`src/verilog/cbc_pkg.sv`:
```
// Constants, codes and types shared by the bus command controller.
// Assumes a single 25 MHz clock and status codes coming straight from the processor pins.
package cbc_pkg;

  // ==========================================================================
  // Processor status codes, order {bit2, bit1, bit0}
  localparam logic [2:0] STS_IRQ_ACK = 3'h0;
  localparam logic [2:0] STS_IO_READ = 3'h1;
  localparam logic [2:0] STS_IO_WRITE = 3'h2;
  localparam logic [2:0] STS_HALT = 3'h3;
  localparam logic [2:0] STS_CODE_READ = 3'h4;
  localparam logic [2:0] STS_MEM_READ = 3'h5;
  localparam logic [2:0] STS_MEM_WRITE = 3'h6;
  localparam logic [2:0] STS_PASSIVE = 3'h7;

  // ==========================================================================
  // Timing
  localparam int CLK_PERIOD_NS = 40;
  localparam int GRANT_MIN_NS = 110;
  localparam int GRANT_MAX_NS = 250;
  localparam int GRANT_MIN_CYC = (GRANT_MIN_NS + CLK_PERIOD_NS - 1) / CLK_PERIOD_NS;
  localparam int GRANT_MAX_CYC = GRANT_MAX_NS / CLK_PERIOD_NS;
  localparam int SYNC_STAGES = 3;
  // Pin synchroniser plus the output register already give SYNC_STAGES + 1 cycles
  localparam int GRANT_EXTRA_CYC = (GRANT_MIN_CYC > SYNC_STAGES + 1) ?
                                   (GRANT_MIN_CYC - SYNC_STAGES - 1) : 0;
  localparam logic [2:0] STRAP_CATCH_CYC = 3'h4;

  // ==========================================================================
  // Register map (word index on the register port)
  localparam logic [1:0] REG_CTRL = 2'h0;
  localparam logic [1:0] REG_STATUS = 2'h1;
  localparam logic [1:0] REG_CYCLES = 2'h2;
  localparam int CTRL_CMD_EN_BIT = 0;
  localparam int CTRL_CASCADE_EN_BIT = 1;
  localparam logic [1:0] CTRL_RESET = 2'h3;
  localparam int STAT_PHASE_LSB = 0;
  localparam int STAT_TYPE_LSB = 2;
  localparam int STAT_IO_MODE_BIT = 5;
  localparam int STAT_MEM_GATE_BIT = 6;
  localparam int STAT_IO_GATE_BIT = 7;
  localparam int STAT_STRAP_BIT = 8;
  localparam int STAT_GRANT_BIT = 9;

  // ==========================================================================
  // Pin synchroniser vector {cmd_qualifier, bus_grant_n, io_bus_strap, status[2:0]}
  localparam int SYN_W = 6;
  localparam logic [5:0] SYN_RESET = 6'h17;

  typedef enum logic [1:0] {
    CBC_IDLE = 2'b00,
    CBC_ADDR = 2'b01,
    CBC_CMD = 2'b10,
    CBC_LATE = 2'b11
  } cbc_phase_e;

endpackage : cbc_pkg

```
`src/verilog/cbc_bus_cmd_ctrl.sv`:
```
// Bus command controller: decodes processor status into memory, I/O and
// interrupt-acknowledge commands plus latch, transceiver and cascade controls.
// Assumes all pins are asynchronous to i_clk and that the register port is
// driven from logic on i_clk. Command tri-state is expressed by output enables.
//
// Contract
// 0 ack, 1/2 io read/write, 3 halt, 4/5 mem read, 6 mem write, 7 passive
// Advanced memory write is low-active and starts with read commands
// Memory write command goes low to make memory capture data
// Memory read command goes low to make memory drive data
// Interrupt acknowledge goes low like an I/O read
// Strap low: shared output is high-active cascade enable in acknowledge cycles
// Strap high: shared output is low-active peripheral data enable
// I/O bus mode: I/O and acknowledge commands enabled regardless of grant
// I/O bus mode: I/O commands start at once, peripheral enable and direction steer
// I/O bus mode: memory commands still wait for bus grant low
// System bus mode: no command until fixed delay after grant goes low
// System bus mode: memory and I/O commands both wait for grant
// Arbiter drives grant low only when the shared bus is free
// Advanced writes start early in the machine cycle
// Transceiver enable marks when external bus joins local bus
// Direction output selects transceiver transfer direction
// Interrupt sequence is two acknowledge cycles, first without transfers
// Outside logic masks cascade enable during the first acknowledge cycle
// Cascade enable asserted before second acknowledge, captured by address strobe
// Address latch strobe pulses once each machine cycle
// Qualifier high: commands generated normally
// Qualifier low: commands driven inactive, not released
// System mode: commands enabled 110 to 250 ns after grant low
// Grant inactive releases affected command drivers at once; here the enables drop 4 to 5 cycles later, through the synchroniser
// Direction high for writes, low for reads
// Address latch strobe high-active, latching on falling edge
// Cycle starts when status leaves passive, command ends on passive
`timescale 1ns/1ps
`default_nettype none

module cbc_bus_cmd_ctrl (
  input wire logic i_clk,
  input wire logic i_rst_n,
  input wire logic i_cpu_status_bit0,
  input wire logic i_cpu_status_bit1,
  input wire logic i_cpu_status_bit2,
  input wire logic i_bus_grant_n,
  input wire logic i_cmd_qualifier,
  input wire logic i_io_bus_strap,
  input wire logic [1:0] i_reg_addr,
  input wire logic [15:0] i_reg_wdata,
  input wire logic i_reg_wr,
  input wire logic i_reg_rd,
  output logic [15:0] o_reg_rdata,
  output logic o_mem_read_cmd_n,
  output logic o_mem_write_cmd_n,
  output logic o_adv_mem_write_cmd_n,
  output logic o_io_read_cmd_n,
  output logic o_io_write_cmd_n,
  output logic o_adv_io_write_cmd_n,
  output logic o_irq_ack_cmd_n,
  output logic o_mem_cmd_oe,
  output logic o_io_cmd_oe,
  output logic o_addr_latch_strobe,
  output logic o_xcvr_enable,
  output logic o_xfer_direction,
  output logic o_cascade_or_periph_en
);

  // ==========================================================================
  // State
  typedef struct packed {
    logic [cbc_pkg::SYN_W-1:0] sy1;
    logic [cbc_pkg::SYN_W-1:0] sy2;
    logic [cbc_pkg::SYN_W-1:0] sy3;
    logic [cbc_pkg::SYN_W-1:0] flt;
    logic [2:0] boot_cnt;
    logic strap_caught;
    logic io_mode;
    logic [2:0] grant_cnt;
    logic mem_gate;
    logic io_gate;
    cbc_pkg::cbc_phase_e phase;
    logic [2:0] cyc_type;
    logic [1:0] ctrl;
    logic [15:0] cycles;
    logic [15:0] rdata;
    logic mem_read_cmd_n;
    logic mem_write_cmd_n;
    logic adv_mem_write_cmd_n;
    logic io_read_cmd_n;
    logic io_write_cmd_n;
    logic adv_io_write_cmd_n;
    logic irq_ack_cmd_n;
    logic addr_latch;
    logic xcvr_enable;
    logic xfer_direction;
    logic cascade_or_periph_en;
  } cbc_state_s;

  localparam cbc_state_s RESET_STATE = '{
    sy1: cbc_pkg::SYN_RESET,
    sy2: cbc_pkg::SYN_RESET,
    sy3: cbc_pkg::SYN_RESET,
    flt: cbc_pkg::SYN_RESET,
    boot_cnt: 3'h0,
    strap_caught: 1'b0,
    io_mode: 1'b0,
    grant_cnt: 3'h0,
    mem_gate: 1'b0,
    io_gate: 1'b0,
    phase: cbc_pkg::CBC_IDLE,
    cyc_type: cbc_pkg::STS_PASSIVE,
    ctrl: cbc_pkg::CTRL_RESET,
    cycles: 16'h0000,
    rdata: 16'h0000,
    mem_read_cmd_n: 1'b1,
    mem_write_cmd_n: 1'b1,
    adv_mem_write_cmd_n: 1'b1,
    io_read_cmd_n: 1'b1,
    io_write_cmd_n: 1'b1,
    adv_io_write_cmd_n: 1'b1,
    irq_ack_cmd_n: 1'b1,
    addr_latch: 1'b0,
    xcvr_enable: 1'b0,
    xfer_direction: 1'b1,
    cascade_or_periph_en: 1'b0
  };

  cbc_state_s q;
  cbc_state_s next_q;

  // ==========================================================================
  // Next-state logic
  always_comb begin
    logic [cbc_pkg::SYN_W-1:0] differ;
    logic [2:0] status_f;
    logic grant_low;
    logic qual;
    logic passive;
    logic gate_ok;
    logic data_phase;
    logic late_phase;
    logic is_mem;
    logic is_io;
    logic is_write;
    logic mem_go;
    logic io_go;
    logic cyc_start;
    logic cyc_clear;
    differ = '0;
    status_f = 3'h0;
    grant_low = 1'b0;
    qual = 1'b0;
    passive = 1'b0;
    gate_ok = 1'b0;
    data_phase = 1'b0;
    late_phase = 1'b0;
    is_mem = 1'b0;
    is_io = 1'b0;
    is_write = 1'b0;
    mem_go = 1'b0;
    io_go = 1'b0;
    cyc_start = 1'b0;
    cyc_clear = 1'b0;
    next_q = q;

    // Pin inputs: three flops, a level is accepted once stages two and three agree
    next_q.sy1 = {i_cmd_qualifier, i_bus_grant_n, i_io_bus_strap,
                  i_cpu_status_bit2, i_cpu_status_bit1, i_cpu_status_bit0};
    next_q.sy2 = q.sy1;
    next_q.sy3 = q.sy2;
    differ = q.sy2 ^ q.sy3;
    next_q.flt = (~differ & q.sy3) | (differ & q.flt);
    status_f = q.flt[2:0];
    grant_low = ~q.flt[4];
    qual = q.flt[5] & q.ctrl[cbc_pkg::CTRL_CMD_EN_BIT];
    passive = (status_f == cbc_pkg::STS_PASSIVE);

    // Strap is caught once, after the synchroniser has settled past reset
    if (!q.strap_caught) begin
      if (q.boot_cnt == cbc_pkg::STRAP_CATCH_CYC) begin
        next_q.strap_caught = 1'b1;
        next_q.io_mode = q.flt[3];
      end else begin
        next_q.boot_cnt = q.boot_cnt + 3'h1;
      end
    end

    // Grant qualification; release follows the first agreed high level
    if (grant_low) begin
      if (q.grant_cnt < 3'(cbc_pkg::GRANT_EXTRA_CYC)) begin
        next_q.grant_cnt = q.grant_cnt + 3'h1;
      end
      gate_ok = (q.grant_cnt >= 3'(cbc_pkg::GRANT_EXTRA_CYC));
    end else begin
      next_q.grant_cnt = 3'h0;
      gate_ok = 1'b0;
    end
    next_q.mem_gate = gate_ok & q.strap_caught;
    if (q.strap_caught && q.io_mode) begin
      next_q.io_gate = 1'b1;
    end else begin
      next_q.io_gate = gate_ok & q.strap_caught;
    end

    // Machine cycle sequencing
    case (q.phase)
      cbc_pkg::CBC_IDLE: begin
        if (q.strap_caught && !passive) begin
          next_q.phase = cbc_pkg::CBC_ADDR;
          next_q.cyc_type = status_f;
          cyc_start = 1'b1;
        end
      end
      cbc_pkg::CBC_ADDR: begin
        if (passive) begin
          next_q.phase = cbc_pkg::CBC_IDLE;
        end else begin
          next_q.phase = cbc_pkg::CBC_CMD;
        end
      end
      cbc_pkg::CBC_CMD: begin
        if (passive) begin
          next_q.phase = cbc_pkg::CBC_IDLE;
        end else begin
          next_q.phase = cbc_pkg::CBC_LATE;
        end
      end
      cbc_pkg::CBC_LATE: begin
        if (passive) begin
          next_q.phase = cbc_pkg::CBC_IDLE;
        end
      end
      default: begin
        next_q.phase = cbc_pkg::CBC_IDLE;
      end
    endcase

    // Cycle type decode
    is_mem = (next_q.cyc_type == cbc_pkg::STS_CODE_READ) ||
             (next_q.cyc_type == cbc_pkg::STS_MEM_READ) ||
             (next_q.cyc_type == cbc_pkg::STS_MEM_WRITE);
    is_io = (next_q.cyc_type == cbc_pkg::STS_IRQ_ACK) ||
            (next_q.cyc_type == cbc_pkg::STS_IO_READ) ||
            (next_q.cyc_type == cbc_pkg::STS_IO_WRITE);
    is_write = (next_q.cyc_type == cbc_pkg::STS_IO_WRITE) ||
               (next_q.cyc_type == cbc_pkg::STS_MEM_WRITE);
    data_phase = (next_q.phase == cbc_pkg::CBC_CMD) || (next_q.phase == cbc_pkg::CBC_LATE);
    late_phase = (next_q.phase == cbc_pkg::CBC_LATE);
    mem_go = qual & next_q.mem_gate & data_phase;
    io_go = qual & next_q.io_gate & data_phase;

    // Commands: advanced writes and reads from the first data cycle, normal writes later
    next_q.mem_read_cmd_n = ~(mem_go & ((next_q.cyc_type == cbc_pkg::STS_CODE_READ) ||
                              (next_q.cyc_type == cbc_pkg::STS_MEM_READ)));
    next_q.adv_mem_write_cmd_n = ~(mem_go &
                                   (next_q.cyc_type == cbc_pkg::STS_MEM_WRITE));
    next_q.mem_write_cmd_n = ~(mem_go & late_phase &
                               (next_q.cyc_type == cbc_pkg::STS_MEM_WRITE));
    next_q.io_read_cmd_n = ~(io_go & (next_q.cyc_type == cbc_pkg::STS_IO_READ));
    next_q.adv_io_write_cmd_n = ~(io_go &
                                  (next_q.cyc_type == cbc_pkg::STS_IO_WRITE));
    next_q.io_write_cmd_n = ~(io_go & late_phase &
                              (next_q.cyc_type == cbc_pkg::STS_IO_WRITE));
    next_q.irq_ack_cmd_n = ~(io_go & (next_q.cyc_type == cbc_pkg::STS_IRQ_ACK));

    // One strobe per machine cycle, falling edge latches address and status
    next_q.addr_latch = (next_q.phase == cbc_pkg::CBC_ADDR);

    // Direction: receive from the address cycle of any cycle but a write, transmit otherwise
    if (next_q.phase != cbc_pkg::CBC_IDLE) begin
      next_q.xfer_direction = is_write;
    end else begin
      next_q.xfer_direction = 1'b1;
    end

    // Transceiver enables; peripheral enable takes I/O cycles in I/O bus mode
    if (q.io_mode) begin
      next_q.xcvr_enable = mem_go & is_mem;
      next_q.cascade_or_periph_en = ~(io_go & is_io);
    end else begin
      next_q.xcvr_enable = (mem_go & is_mem) | (io_go & is_io);
      next_q.cascade_or_periph_en = (next_q.phase == cbc_pkg::CBC_ADDR) &
                                    (next_q.cyc_type == cbc_pkg::STS_IRQ_ACK) &
                                    q.ctrl[cbc_pkg::CTRL_CASCADE_EN_BIT];
    end

    // Register port
    cyc_clear = i_reg_wr && (i_reg_addr == cbc_pkg::REG_CYCLES);
    if (i_reg_wr && (i_reg_addr == cbc_pkg::REG_CTRL)) begin
      next_q.ctrl = i_reg_wdata[1:0];
    end
    if (cyc_start) begin
      next_q.cycles = (cyc_clear ? 16'h0000 : q.cycles) + 16'h0001;
    end else if (cyc_clear) begin
      next_q.cycles = 16'h0000;
    end
    next_q.rdata = 16'h0000;
    if (i_reg_rd) begin
      if (i_reg_addr == cbc_pkg::REG_CTRL) begin
        next_q.rdata = {14'h0000, q.ctrl};
      end else if (i_reg_addr == cbc_pkg::REG_STATUS) begin
        next_q.rdata[cbc_pkg::STAT_PHASE_LSB +: 2] = q.phase;
        next_q.rdata[cbc_pkg::STAT_TYPE_LSB +: 3] = q.cyc_type;
        next_q.rdata[cbc_pkg::STAT_IO_MODE_BIT] = q.io_mode;
        next_q.rdata[cbc_pkg::STAT_MEM_GATE_BIT] = q.mem_gate;
        next_q.rdata[cbc_pkg::STAT_IO_GATE_BIT] = q.io_gate;
        next_q.rdata[cbc_pkg::STAT_STRAP_BIT] = q.strap_caught;
        next_q.rdata[cbc_pkg::STAT_GRANT_BIT] = grant_low;
      end else if (i_reg_addr == cbc_pkg::REG_CYCLES) begin
        next_q.rdata = q.cycles;
      end else begin
        next_q.rdata = 16'h0000;
      end
    end
  end

  // ==========================================================================
  // State register
  always_ff @(posedge i_clk or negedge i_rst_n) begin
    if (!i_rst_n) begin
      q <= RESET_STATE;
    end else begin
      q <= next_q;
    end
  end

  // ==========================================================================
  // Outputs
  assign o_reg_rdata = q.rdata;
  assign o_mem_read_cmd_n = q.mem_read_cmd_n;
  assign o_mem_write_cmd_n = q.mem_write_cmd_n;
  assign o_adv_mem_write_cmd_n = q.adv_mem_write_cmd_n;
  assign o_io_read_cmd_n = q.io_read_cmd_n;
  assign o_io_write_cmd_n = q.io_write_cmd_n;
  assign o_adv_io_write_cmd_n = q.adv_io_write_cmd_n;
  assign o_irq_ack_cmd_n = q.irq_ack_cmd_n;
  assign o_mem_cmd_oe = q.mem_gate;
  assign o_io_cmd_oe = q.io_gate;
  assign o_addr_latch_strobe = q.addr_latch;
  assign o_xcvr_enable = q.xcvr_enable;
  assign o_xfer_direction = q.xfer_direction;
  assign o_cascade_or_periph_en = q.cascade_or_periph_en;

endmodule : cbc_bus_cmd_ctrl

`default_nettype wire

```
`config.mk`:
```
export PLATFORM = sky130hd
export DESIGN_NAME = cbc_bus_cmd_ctrl
export DESIGN_NICKNAME = d
export VERILOG_FILES = /design/src/verilog/cbc_pkg.sv /design/src/verilog/cbc_bus_cmd_ctrl.sv
export SDC_FILE = /design/constraint.sdc
export NUM_CORES = 1
export LEC_CHECK = 0
export BUFFER_PORTS_ARGS = -buffer_cell sky130_fd_sc_hd__buf_4
export CAP_MARGIN = 15
export CORE_MARGIN = 2
export CORE_UTILIZATION = 35
export DETAILED_ROUTE_END_ITERATION = 8
export GPL_TIMING_DRIVEN = 1
export PLACE_DENSITY = 0.64
export SYNTH_ARGS = -nofsm -noshare
export SYNTH_HDL_FRONTEND = slang
export SYNTH_SLANG_ARGS = --single-unit
```
`constraint.sdc`:
```
create_clock -name i_clk -period 2.4 [get_ports i_clk]
set_input_delay 0.36 -clock i_clk [delete_from_list [all_inputs] [get_ports i_clk]]
set_output_delay 0.36 -clock i_clk [all_outputs]
set_load 0.005 [all_outputs]
```
======== After elaboration in Yosys (flattened, before gate mapping) ========
Index checks and enable logic that the tools add are counted.
storage, ports and cells
  flip-flop bits (word level) ............. 84
  input bits .............................. 28
  output and inout bits ................... 29
  logic and storage cells ................. 124
cells by class
  add/sub/neg operators ................... 3
  $lt $le $gt $ge ......................... 2
  equality and inequality tests ........... 15
  mux-type cells .......................... 24
  bitwise operators ....................... 36
  reduce and logical (&&, ||, !) cells .... 18
operators by type and width
  cell                   count
  $mux 16                5
  $and 1x1->1            19
  $add 16x1->16 const B  1
  $eq 3x3->1 const B     5
  $and 6x6->6            2
  $not 1->1              11
  $eq 2x2->1 const B     5
  $mux 10                1
  $mux 2                 5
  $mux 3                 3
  $pmux 2 s4             1
  $mux 1                 7
  $add 3x1->3 const B    2
  $eq 2x1->1 const B     3
  $logic_or 1x1->1       6
  $mux 6                 1
  $not 6->6              1
  $or 6x6->6             1
  $xor 6x6->6            1
  $mux 5                 1
  $logic_and 1x1->1      4
  $logic_not 2->1        2
  $reduce_and 2->1       2
  $reduce_bool 2->1      2
  other kinds (7)        7

======== Depth between registers and ports, before layout ========
Gate-level depths: netlist of the first run.
  depth after elaboration ................. 11
  depth in mapped cells ................... 7
  mapped depth without buffers ............ 7

======== Worst setup path after synthesis of the first run ========
Ideal clock, no wire load.
  kind .................................... in2reg
  from .................................... in i_reg_addr[0]
  to ...................................... reg q[35] (netlist bit)
  library setup time ...................... 0.078 ns
  data arrival time ....................... 1.626 ns
  data required time ...................... 2.322 ns
  path slack .............................. 0.696 ns
  stages on the path ...................... 6
  path buffers ............................ 0
  cells stage by stage .................... nand3b_1 and2_1 ha_1 nand4_2 or4_1 a21oi_1
RTL lines
  what                    line                     source
  start: declaration      cbc_bus_cmd_ctrl.sv:46   input wire logic [1:0] i_reg_addr,
  end signal: assignment  cbc_bus_cmd_ctrl.sv:321  q <= next_q;
  end: declaration        cbc_bus_cmd_ctrl.sv:126  cbc_state_s q;

==> results of run 1 <==
-- worst max path at each step --
stage / to / slack (ps) / depth (start not counted)
floorplan: q[35]$_DFF_PN0_ / 700 / 6
global placement: q[37]$_DFF_PN0_ / 350 / 7
detailed placement: q[41]$_DFF_PN0_ / 320 / 7
CTS: q[37]$_DFF_PN0_ / 540 / 5
global route: q[37]$_DFF_PN0_ / 400 / 5
finish: o_io_write_cmd_n$_DFF_PN1_ / 520 / 4
-- cells in the mapped netlist, drive strengths merged, types with 8 or more instances --
cell,instances
o31ai,8
dfrtp,52
a22oi,9
buf,17
dfstp,29
nor2,9
nand2,16
and3,8
a21oi,13
nor2b,11
inv,9
-- logic make-up after synthesis --
| group | synth area share |
|---|---|
| muxes | 0.0195 |
| buffers and inverters | 0.0575 |
| AOI/OAI and AO/OA | 0.0875 |
| adders and majority gates | 0.0293 |
| xor gates and xnor gates | 0.0184 |
| DFF | 0.619 |
| and+or+nand+nor | 0.168 |
-- per-layer routing --
layer | part of all wire | routed length [µm]
met5 | 0 | 0
met4 | 0.016 | 97
met1 | 0.45 | 2780
met2 | 0.48 | 3000
met3 | 0.055 | 341
-- stage by stage --
stage	hold slack (ps)	setup WS, ps	std cells	power (mW)	area [µm²]
after floorplan	64.4	696	269	1.84	3330
after global placement	332	355	420	1.99	3690
after detailed placement	342	319	420	2.01	3690
after CTS	90.9	543	437	3.06	3920
after global routing	78.7	401	437	3.18	3920
final	111	520	437	3.02	3920
-- power breakdown --
| part | total, mW | internal, mW | switching, mW | leakage (nW) |
|---|---|---|---|---|
| registers | 1.61 | 1.53 | 0.0871 | 0.980 |
| logic | 0.366 | 0.177 | 0.189 | 0.602 |
| clock network | 1.05 | 0.550 | 0.496 | 0.105 |
-- cell type report --
| type | count | share of cell area |
|---|---|---|
| Sequential cell | 81 | 0.527 |
| Clock inverter | 5 | 0.0153 |
| Timing Repair Buffer | 47 | 0.0940 |
| Multi-Input combinational cell | 155 | 0.275 |
| Tap cell | 129 | 0.0412 |
| Clock buffer | 11 | 0.0390 |
| Inverter | 9 | 0.00863 |
==> impl_results.md, run 1 <==
- Status: complete, no violations
- Crit-path max FO: 8
- FF-to-FF End: o_io_write_cmd_n$_DFF_PN1_
- Period utilization: 0.783
- M3 GR Usage: 0.0462
- CP top delay family: simple AND/OR/NAND/NOR gates
- Max Clock Skew: roughly 10 ps
- CP bufs+invs: 0
- Initial antenna violation count: 0
- Antenna-violating nets left: 0
- Pleak: 1.69 nW
- Pins Over Slew Limit: 0
- FF+latch area: a little over 0.002 mm²
- Measured slew at the worst slew-check pin: just under 700 ps
- Die ar.: just over 0.01 mm²
- Crit path required time: between 2000 and 3000 ps
- CTS-repair resized insts: 0
- Max_cap viols: 0
- Gpl congestion: 0.856
- Pwr Density: 773 mW/mm²
- Core Footprint: slightly above 0.009 mm²
- DR WL/cell: between 10 and 15 µm
- Post-DR vias/cell: around 5
- Number of flops mapped to enable cells by yosys: 0
- Fin util: 0.424
- Top cell type by total area after synthesis: dfrtp_1
- Clk_lat worst skew: ~350 ps
- Min-delay worst type: input port to flip-flop
- Drc violations: 0
- Port Buf Inserts: between 40 and 50
- Min-Delay Startpoint: i_cpu_status_bit0
- Origin of the worst setup path: q[49]$_DFF_PN0_
- Rows: 35
- Sum Neg Setup Slack: 0 ps
- Layout cell share with drive strength beyond 1: 0.325
- Bufs on Longest Clock Path: 2
- R2R cell count: 4
- RSZ-0062 raised after global routing: no
- Clock root cell: clkbuf_8
- Final min period: between 1500 and 2000 ps
- Via count: 2176
- Final nets: roughly 330
- Setup bufs post-CTS: 0
- Mapped Area: between 0.003 and 0.004 mm²
- Crit Reg-Reg Startpoint: q[49]$_DFF_PN0_
- GRT Util Overall: 0.132
- Chip Height: 102 µm
- Detail Placement HPWL: roughly 4.4 mm
- R2R Setup Slk: just over 500 ps
- Slowest CP cell: or4b_1
- Final Hold Viols: 0
- Largest Register: q
- Area of the multi-input gates: roughly 0.0011 mm²
- Commonest non-fill, non-tap cell in the layout: dfrtp_1
- Number of global-route vias before repair: approximately 2100
- Die X: between 100 and 150 µm
- Num CTS Buffers: 9
- Hold Crit Depth: 1
- Most frequent cells in the layout: 52 x dfrtp_1, 45 x buf_4, 29 x dfstp_2
- DR iter-0 viols: between 150 and 200
- Hold Buf Count CTS: 1
- Number of fill cells in the layout: roughly 870
- Worst slew margin: 0.537
- Final Setup Violations: 0
- Ys flop type: dfrtp_1
- Yosys cell types: 45
- Critical path startpoint category: flip-flop
- VDD IR max: between 0.0003 and 0.0004 V
- # diodes: 0
- CP cell instances: or4b_1 -> o211a_2 -> nor4b_4 -> nand4_1
- TritonRoute pass-1 iters: 4
- WS Path Type: flip-flop to flip-flop
- Critical path arrival: between 2000 and 2500 ps
- Syn_nets: 300
- H-tree depth: 3
- GRT overflow: 0
- Yosys reg bits: 81
- Routed WL: ~6.2 mm
- GR met1 Demand/Resource: 0.166
- Max FFs per register: 34
- Post-synthesis sequential area ratio: 0.619
- CP peak stage delay: between 500 and 600 ps
- Starting density of the core: 0.360
- Worst Hold Path EP: next_q[72]$_DFF_PN1_
- Reg clk slew, reported paths: approximately 80 ps
- Largest cells by area after synthesis: dfrtp_1 39%, dfstp_2 23%, buf_4 3.6%, nor2b_1 2.1%, a22oi_1 2.0%
- Layout area overhead: 17.5%
- GRT Max-Usage Layer: met2
- Synth warn: 0
- Max Freq: about 530 MHz
- First-pass GRT wire length: approximately 10 mm
- Async set or reset register ratio after synthesis: 1.00
- Area share of the largest cell type after synthesis: 0.391
- Largest net degree at the start of global routing: 34
- CTS sink count: about 80
- Post-Synthesis Cells: between 200 and 300
- CTS tree: done
- Avg Cell Area, Syn: about 12 µm²
- Top Ports: 57
- GR Util met2: 0.211
- Crit. End Element: flip-flop
Power figures use the tool's default switching activity.
==> run 2: changes to the inputs <==
- PLACE_DENSITY: 0.64 -> 0.66
- clock period: 2.4 -> 1.65 ns (I/O delays scaled with it)
==> impl_results.md, run 2 (synthesis results as in run 1) <==
- Sum Neg Setup Slack: -950 ps (-950 ps)
- Reg clk slew, reported paths: 90 ps (about the same)
- Via count: 2271 (+4.4%)
- Die ar.: 0.0103 mm² (unchanged)
- Number of fill cells in the layout: 844 (-3.3%)
- Largest Register: q
- R2R Setup Slk: -130 ps (-650 ps)
- Number of global-route vias before repair: 2261 (+6.3%)
- Port Buf Inserts: 42 (unchanged)
- Max Clock Skew: 13.9 ps (+3.83 ps)
- CTS sink count: 81 (unchanged)
- Crit path required time: 1930 ps (-720 ps)
- Dpl cell area: 0.00390 mm² (+5.6%)
- Layout cell share with drive strength beyond 1: 0.420 (+0.0949)
- Die X: 102 µm (unchanged)
- Worst hold slack: 138 ps (+26.3 ps)
- Max FFs per register: 34 (unchanged)
- Core Footprint: 0.00924 mm² (unchanged)
- Min-delay worst type: input port to flip-flop
- Final Setup Violations: 14 (+14)
- GRT Util Overall: 0.134 (+0.00235)
- Detail Placement HPWL: 4.40 mm (+0.70%)
- PnR worst setup slack: -126 ps (-646 ps)
- Crit Reg-Reg Startpoint: q[49]$_DFF_PN0_
- Max_cap viols: 0 (unchanged)
- Max Freq: 563 MHz (+5.9%)
- Most frequent cells in the layout: 74 x buf_4, 52 x dfrtp_1, 29 x dfstp_2
- Status: finished with violations
- Num CTS Buffers: 9 (unchanged)
- Crit-path max FO: 6 (-2)
- Chip Height: 102 µm (unchanged)
- Min-Delay Startpoint: i_reg_wdata[1]
- Pleak: 1.90 nW (+13%)
- Antenna-violating nets left: 0 (unchanged)
- Measured slew at the worst slew-check pin: 727 ps (+34.3 ps)
- Final Hold Viols: 0 (unchanged)
- Post-DR vias/cell: 4.76 (-4.4%)
- Pins Over Slew Limit: 0 (unchanged)
- Fin util: 0.469 (+0.0451)
- Hold Crit Depth: 2 (+1)
- CP most frequent cell: buf_6
- GRT overflow: 0 (unchanged)
- Failing checks: negative setup slack
- # diodes: 0 (unchanged)
- Starting density of the core: 0.360 (unchanged)
- Layout area overhead: 30.1%
- Bufs on Longest Clock Path: 2 (unchanged)
- Gpl congestion: 0.918 (+7.3%)
- R2R cell count: 6 (+2)
- RSZ-0062 raised after global routing: yes
- Final min period: 1780 ps (-104 ps)
- Routed WL: 6.63 mm (+6.6%)
- VDD IR max: 0.000601 V (+77%)
- Initial antenna violation count: 0 (unchanged)
- DR iter-0 viols: 119 (-37%)
- Critical path startpoint category: flip-flop
- First-pass GRT wire length: 10.6 mm (+2.0%)
- FF-to-FF End: q[39]$_DFF_PN0_
- Slowest CP cell: or4_4
- Setup WS pre-CTS: -111 ps (-430 ps)
- Commonest non-fill, non-tap cell in the layout: buf_4
- Worst Hold Path EP: q[44]$_DFFE_PN1P_
- CP cell instances: buf_6 -> nor3b_4 -> buf_6 -> nand4_4 -> or4_4 -> a21oi_2
- WS Path Type: flip-flop to flip-flop
- FF+latch area: 0.00206 mm² (unchanged)
- Largest net degree at the start of global routing: 82 (+140%)
- Rows: 35 (unchanged)
- H-tree depth: 3 (unchanged)
- TritonRoute pass-1 iters: 4 (unchanged)
- Clock root cell: clkbuf_8
- Design Area, Final: 0.00433 mm² (+11%)
- Top Ports: 57 (unchanged)
- Worst slew margin: 0.514 (-0.0229)
- Clk_lat worst skew: 350 ps (about the same)
- DR WL/cell: 13.9 µm (-2.3%)
- Final nets: 374 (+12%)
- Area of the multi-input gates: 0.00115 mm² (+7.2%)
- Crit. End Element: flip-flop
- Drc violations: 0 (unchanged)
- CP peak stage delay: 540 ps (about the same)
- CTS tree: done
- Pwr Density: 1060 mW/mm² (+37%)
- Critical path arrival: 2060 ps (-70 ps)
- Period utilization: 1.08 (+0.293)
-- run 2: routing by layer --
layer / vias up / wire [µm] / track usage
met1: 1104 / 3010 / 0.164
met5: - / 0 / 0
met4: 0 / 157 / 0.0634
met3: 14 / 328 / 0.0393
li1: 1089 / - / -
met2: 64 / 3130 / 0.218
-- run 2: per-stage QoR --
stage | total power [mW] | std cells
CTS | 4.60 | 473
detailed placement | 2.99 | 447
floorplan | 2.67 | 269
global placement | 2.97 | 447
finish | 4.59 | 477
global route | 4.79 | 477
-- run 2: area by class of cell --
class | count | share of cell area
Sequential cell | 81 | 0.476
Multi-Input combinational cell | 155 | 0.266
Timing Repair Buffer | 87 | 0.162
Tap cell | 129 | 0.0373
Clock buffer | 10 | 0.0295
Clock inverter | 6 | 0.0208
Inverter | 9 | 0.00780
-- run 2: report_power, final --
part / switching (mW) / internal [mW] / total [mW]
combinational: 0.329 / 0.354 / 0.683
sequential: 0.125 / 2.22 / 2.34
clock: 0.703 / 0.857 / 1.56
total: 1.16 / 3.43 / 4.59
-- run 2: how the worst max path moves through the flow --
stage | from | endpoint
3_5_place_dp | q[49]$_DFF_PN0_ | o_io_write_cmd_n$_DFF_PN1_
5_1_grt | q[49]$_DFF_PN0_ | q[39]$_DFF_PN0_
2_1_floorplan | q[49]$_DFF_PN0_ | o_irq_ack_cmd_n$_DFF_PN1_
4_1_cts | q[49]$_DFF_PN0_ | o_io_write_cmd_n$_DFF_PN1_
6_report | q[49]$_DFF_PN0_ | q[39]$_DFF_PN0_
3_3_place_gp | q[49]$_DFF_PN0_ | o_irq_ack_cmd_n$_DFF_PN1_
-- run 2: timing repair --
action,CTS,global route
endpoints found under the setup margin,14,21
gates cloned,0,0
buffers inserted,3,4
endpoints found under the hold margin,58,0
pin swaps,10,15
resized for setup,6,15
hold buffers,7,0
-- run 2: worst max-delay path, delay by kind of cell (launching register included) --
kind	cells	cell delay, ps
buffers and inverters	2	280
and+or+nand+nor	3	910
DFF	1	410
AOI/OAI and AO/OA	1	120
==> run 3: changes to the inputs <==
- CORE_MARGIN: 2 -> default
- CORE_UTILIZATION: 35 -> 32
- PLACE_DENSITY: 0.66 -> 0.62
- clock period: 1.65 -> 1.45 ns (I/O delays scaled with it)
==> impl_results.md, run 3 (synthesis results as in run 1) <==
- Max Clock Skew: 8.06 ps (-5.81 ps)
- Failing checks: negative setup slack
- Largest net degree at the start of global routing: 37 (-55%)
- Pleak: 1.96 nW (+2.9%)
- Critical path arrival: 2030 ps (-30 ps)
- TritonRoute pass-1 iters: 4 (unchanged)
- Final Hold Viols: 0 (unchanged)
- Commonest non-fill, non-tap cell in the layout: buf_4
- Via count: 2314 (+1.9%)
- CP peak stage delay: 440 ps (-100 ps)
- Slowest CP cell: dfrtp_1
- Num CTS Buffers: 9 (unchanged)
- VDD IR max: 0.000693 V (+15%)
- Detail Placement HPWL: 4.65 mm (+5.6%)
- Min-delay worst type: input port to flip-flop
- Worst hold slack: 103 ps (-34.6 ps)
- Non-filler instance count after layout: 497 (+4.2%)
- Most frequent cells in the layout: 87 x buf_4, 51 x dfrtp_1, 29 x dfstp_2
- Bufs on Longest Clock Path: 2 (unchanged)
- Starting density of the core: 0.336 (-0.0243)
- Port Buf Inserts: 42 (unchanged)
- Design Area, Final: 0.00447 mm² (+3.3%)
- Clk_lat worst skew: 350 ps (about the same)
- Gpl congestion: 0.852 (-7.1%)
- Antenna-violating nets left: 0 (unchanged)
- Final Setup Violations: 28 (+14)
- Largest Register: q
- Number of fill cells in the layout: 939 (+11%)
- RSZ-0062 raised after global routing: yes
- GRT Util Overall: 0.136 (+0.00201)
- Period utilization: 1.23 (+0.151)
- Clock root cell: clkbuf_8
- Crit-path max FO: 5 (-1)
- Reg clk slew, reported paths: 80 ps (about the same)
- Critical path startpoint category: flip-flop
- Layout cell share with drive strength beyond 1: 0.456 (+0.0365)
- Core Footprint: 0.00991 mm² (+7.2%)
- Dpl cell area: 0.00403 mm² (+3.2%)
- Die ar.: 0.0108 mm² (+4.9%)
- Measured slew at the worst slew-check pin: 757 ps (+29.3 ps)
- DR iter-0 viols: 128 (+7.6%)
- Layout area overhead: 34.3%
- Number of global-route vias before repair: 2308 (+2.1%)
- WS Path Type: flip-flop to flip-flop
- Worst slew margin: 0.495 (-0.0196)
- Drc violations: 0 (unchanged)
- Rows: 36 (+2.9%)
- CTS sink count: 81 (unchanged)
- Die X: 104 µm (+2.4%)
- Pwr Density: 1150 mW/mm² (+8.1%)
- Initial antenna violation count: 0 (unchanged)
- # diodes: 0 (unchanged)
- Top Ports: 57 (unchanged)
- Pins Over Slew Limit: 0 (unchanged)
- CTS tree: done
- DR WL/cell: 13.9 µm (-0.27%)
- Crit. End Element: flip-flop
- Final min period: 1780 ps (+3.22 ps)
- First-pass GRT wire length: 11.5 mm (+8.1%)
- Crit path required time: 1710 ps (-220 ps)
- CP cell instances: nor3b_4 -> buf_4 -> buf_6 -> o211a_4 -> nor4b_4 -> nand4_1
- Max_cap viols: 0 (unchanged)
- Chip Height: 104 µm (+2.4%)
- Routed WL: 6.89 mm (+3.9%)
- Post-DR vias/cell: 4.66 (-2.2%)
- GRT overflow: 0 (unchanged)
- Total power: 5.12 mW (+12%)
- Placed cells: 463 (+3.6%)
- Status: finished with violations
- Max FFs per register: 34 (unchanged)
- Max Freq: 562 MHz (-0.18%)
- H-tree depth: 3 (unchanged)
- Final nets: 390 (+4.3%)
- PnR worst setup slack: -329 ps (-203 ps)
==> run 3: cell count changes in the layout (fill, tap and decap cells not counted), moves of 2 or more <==
cell       before  now
buf_6           5    7
bufinv_16       2    0
o21ai_1         1    3
buf_4          74   87
o21ai_0         6    4
==> run 3: worst max-delay path, delay by kind of cell (launching register included) <==
family	cells	cell delay, ps
AO/OA/AOI/OAI	1	260
flip-flops	1	440
buffers and inverters	2	250
AND/OR/NAND/NOR	3	730
==> run 3: final cells by class <==
class                   instances  area (µm²)  area share
clock buffers                  11         153      0.0341
multi-input cells             156        1200       0.267
repair buffers                102         822       0.184
inverters                       9        33.8     0.00755
well taps                     133         166      0.0372
clock inverters                 5        37.5     0.00839
flip-flops and latches         81        2060       0.462
==> run 3: timing repair <==
action | 4_1_cts | 5_1_grt
hold endpoints to repair | 18 | 0
setup buffers | 7 | 4
pin swaps | 7 | 2
endpoints found under the setup margin | 25 | 31
hold buffers | 7 | 0
resized for setup | 9 | 15
gates cloned | 1 | 0
==> run 3: final timing paths <==
path | startpoint | to | slack (ps) | depth (start not counted)
max in group asynchronous | i_rst_n | q[47]$_DFF_PN1_ | 620 | 3
min reg2reg | next_q[77]$_DFF_PN0_ | next_q[71]$_DFF_PN0_ | 350 | 0
max | q[56]$_DFF_PN0_ | o_io_write_cmd_n$_DFF_PN1_ | -330 | 6
min | i_reg_wdata[0] | q[43]$_DFFE_PN1P_ | 100 | 2
max reg2reg | q[56]$_DFF_PN0_ | o_io_write_cmd_n$_DFF_PN1_ | -330 | 6
min in group asynchronous | i_rst_n | q[29]$_DFF_PN0_ | 290 | 2
==> run 3: layer usage <==
metal / GRT usage / vias up / routed length (µm)
met3: 0.0357 / 7 / 321
met5: 0 / - / 0
met4: 0.0510 / 0 / 87
met2: 0.210 / 62 / 3280
met1: 0.183 / 1119 / 3200
li1: - / 1126 / -
==> run 3: where the power goes <==
group	total (mW)	internal [mW]	switching [mW]
combinational	0.883	0.496	0.387
clock	1.57	0.733	0.833
sequential	2.68	2.53	0.149
==> run 3: metrics by stage <==
| step | worst slack [ps] | TNS [ps] | util |
|---|---|---|---|
| finish | -329 | -6010 | 0.451 |
| global route | -368 | -7800 | 0.451 |
| CTS | -298 | -5000 | 0.444 |
| detailed placement | -318 | -4810 | 0.406 |
| global placement | -240 | -3840 | 0.406 |
| floorplan | -178 | -1730 | - |
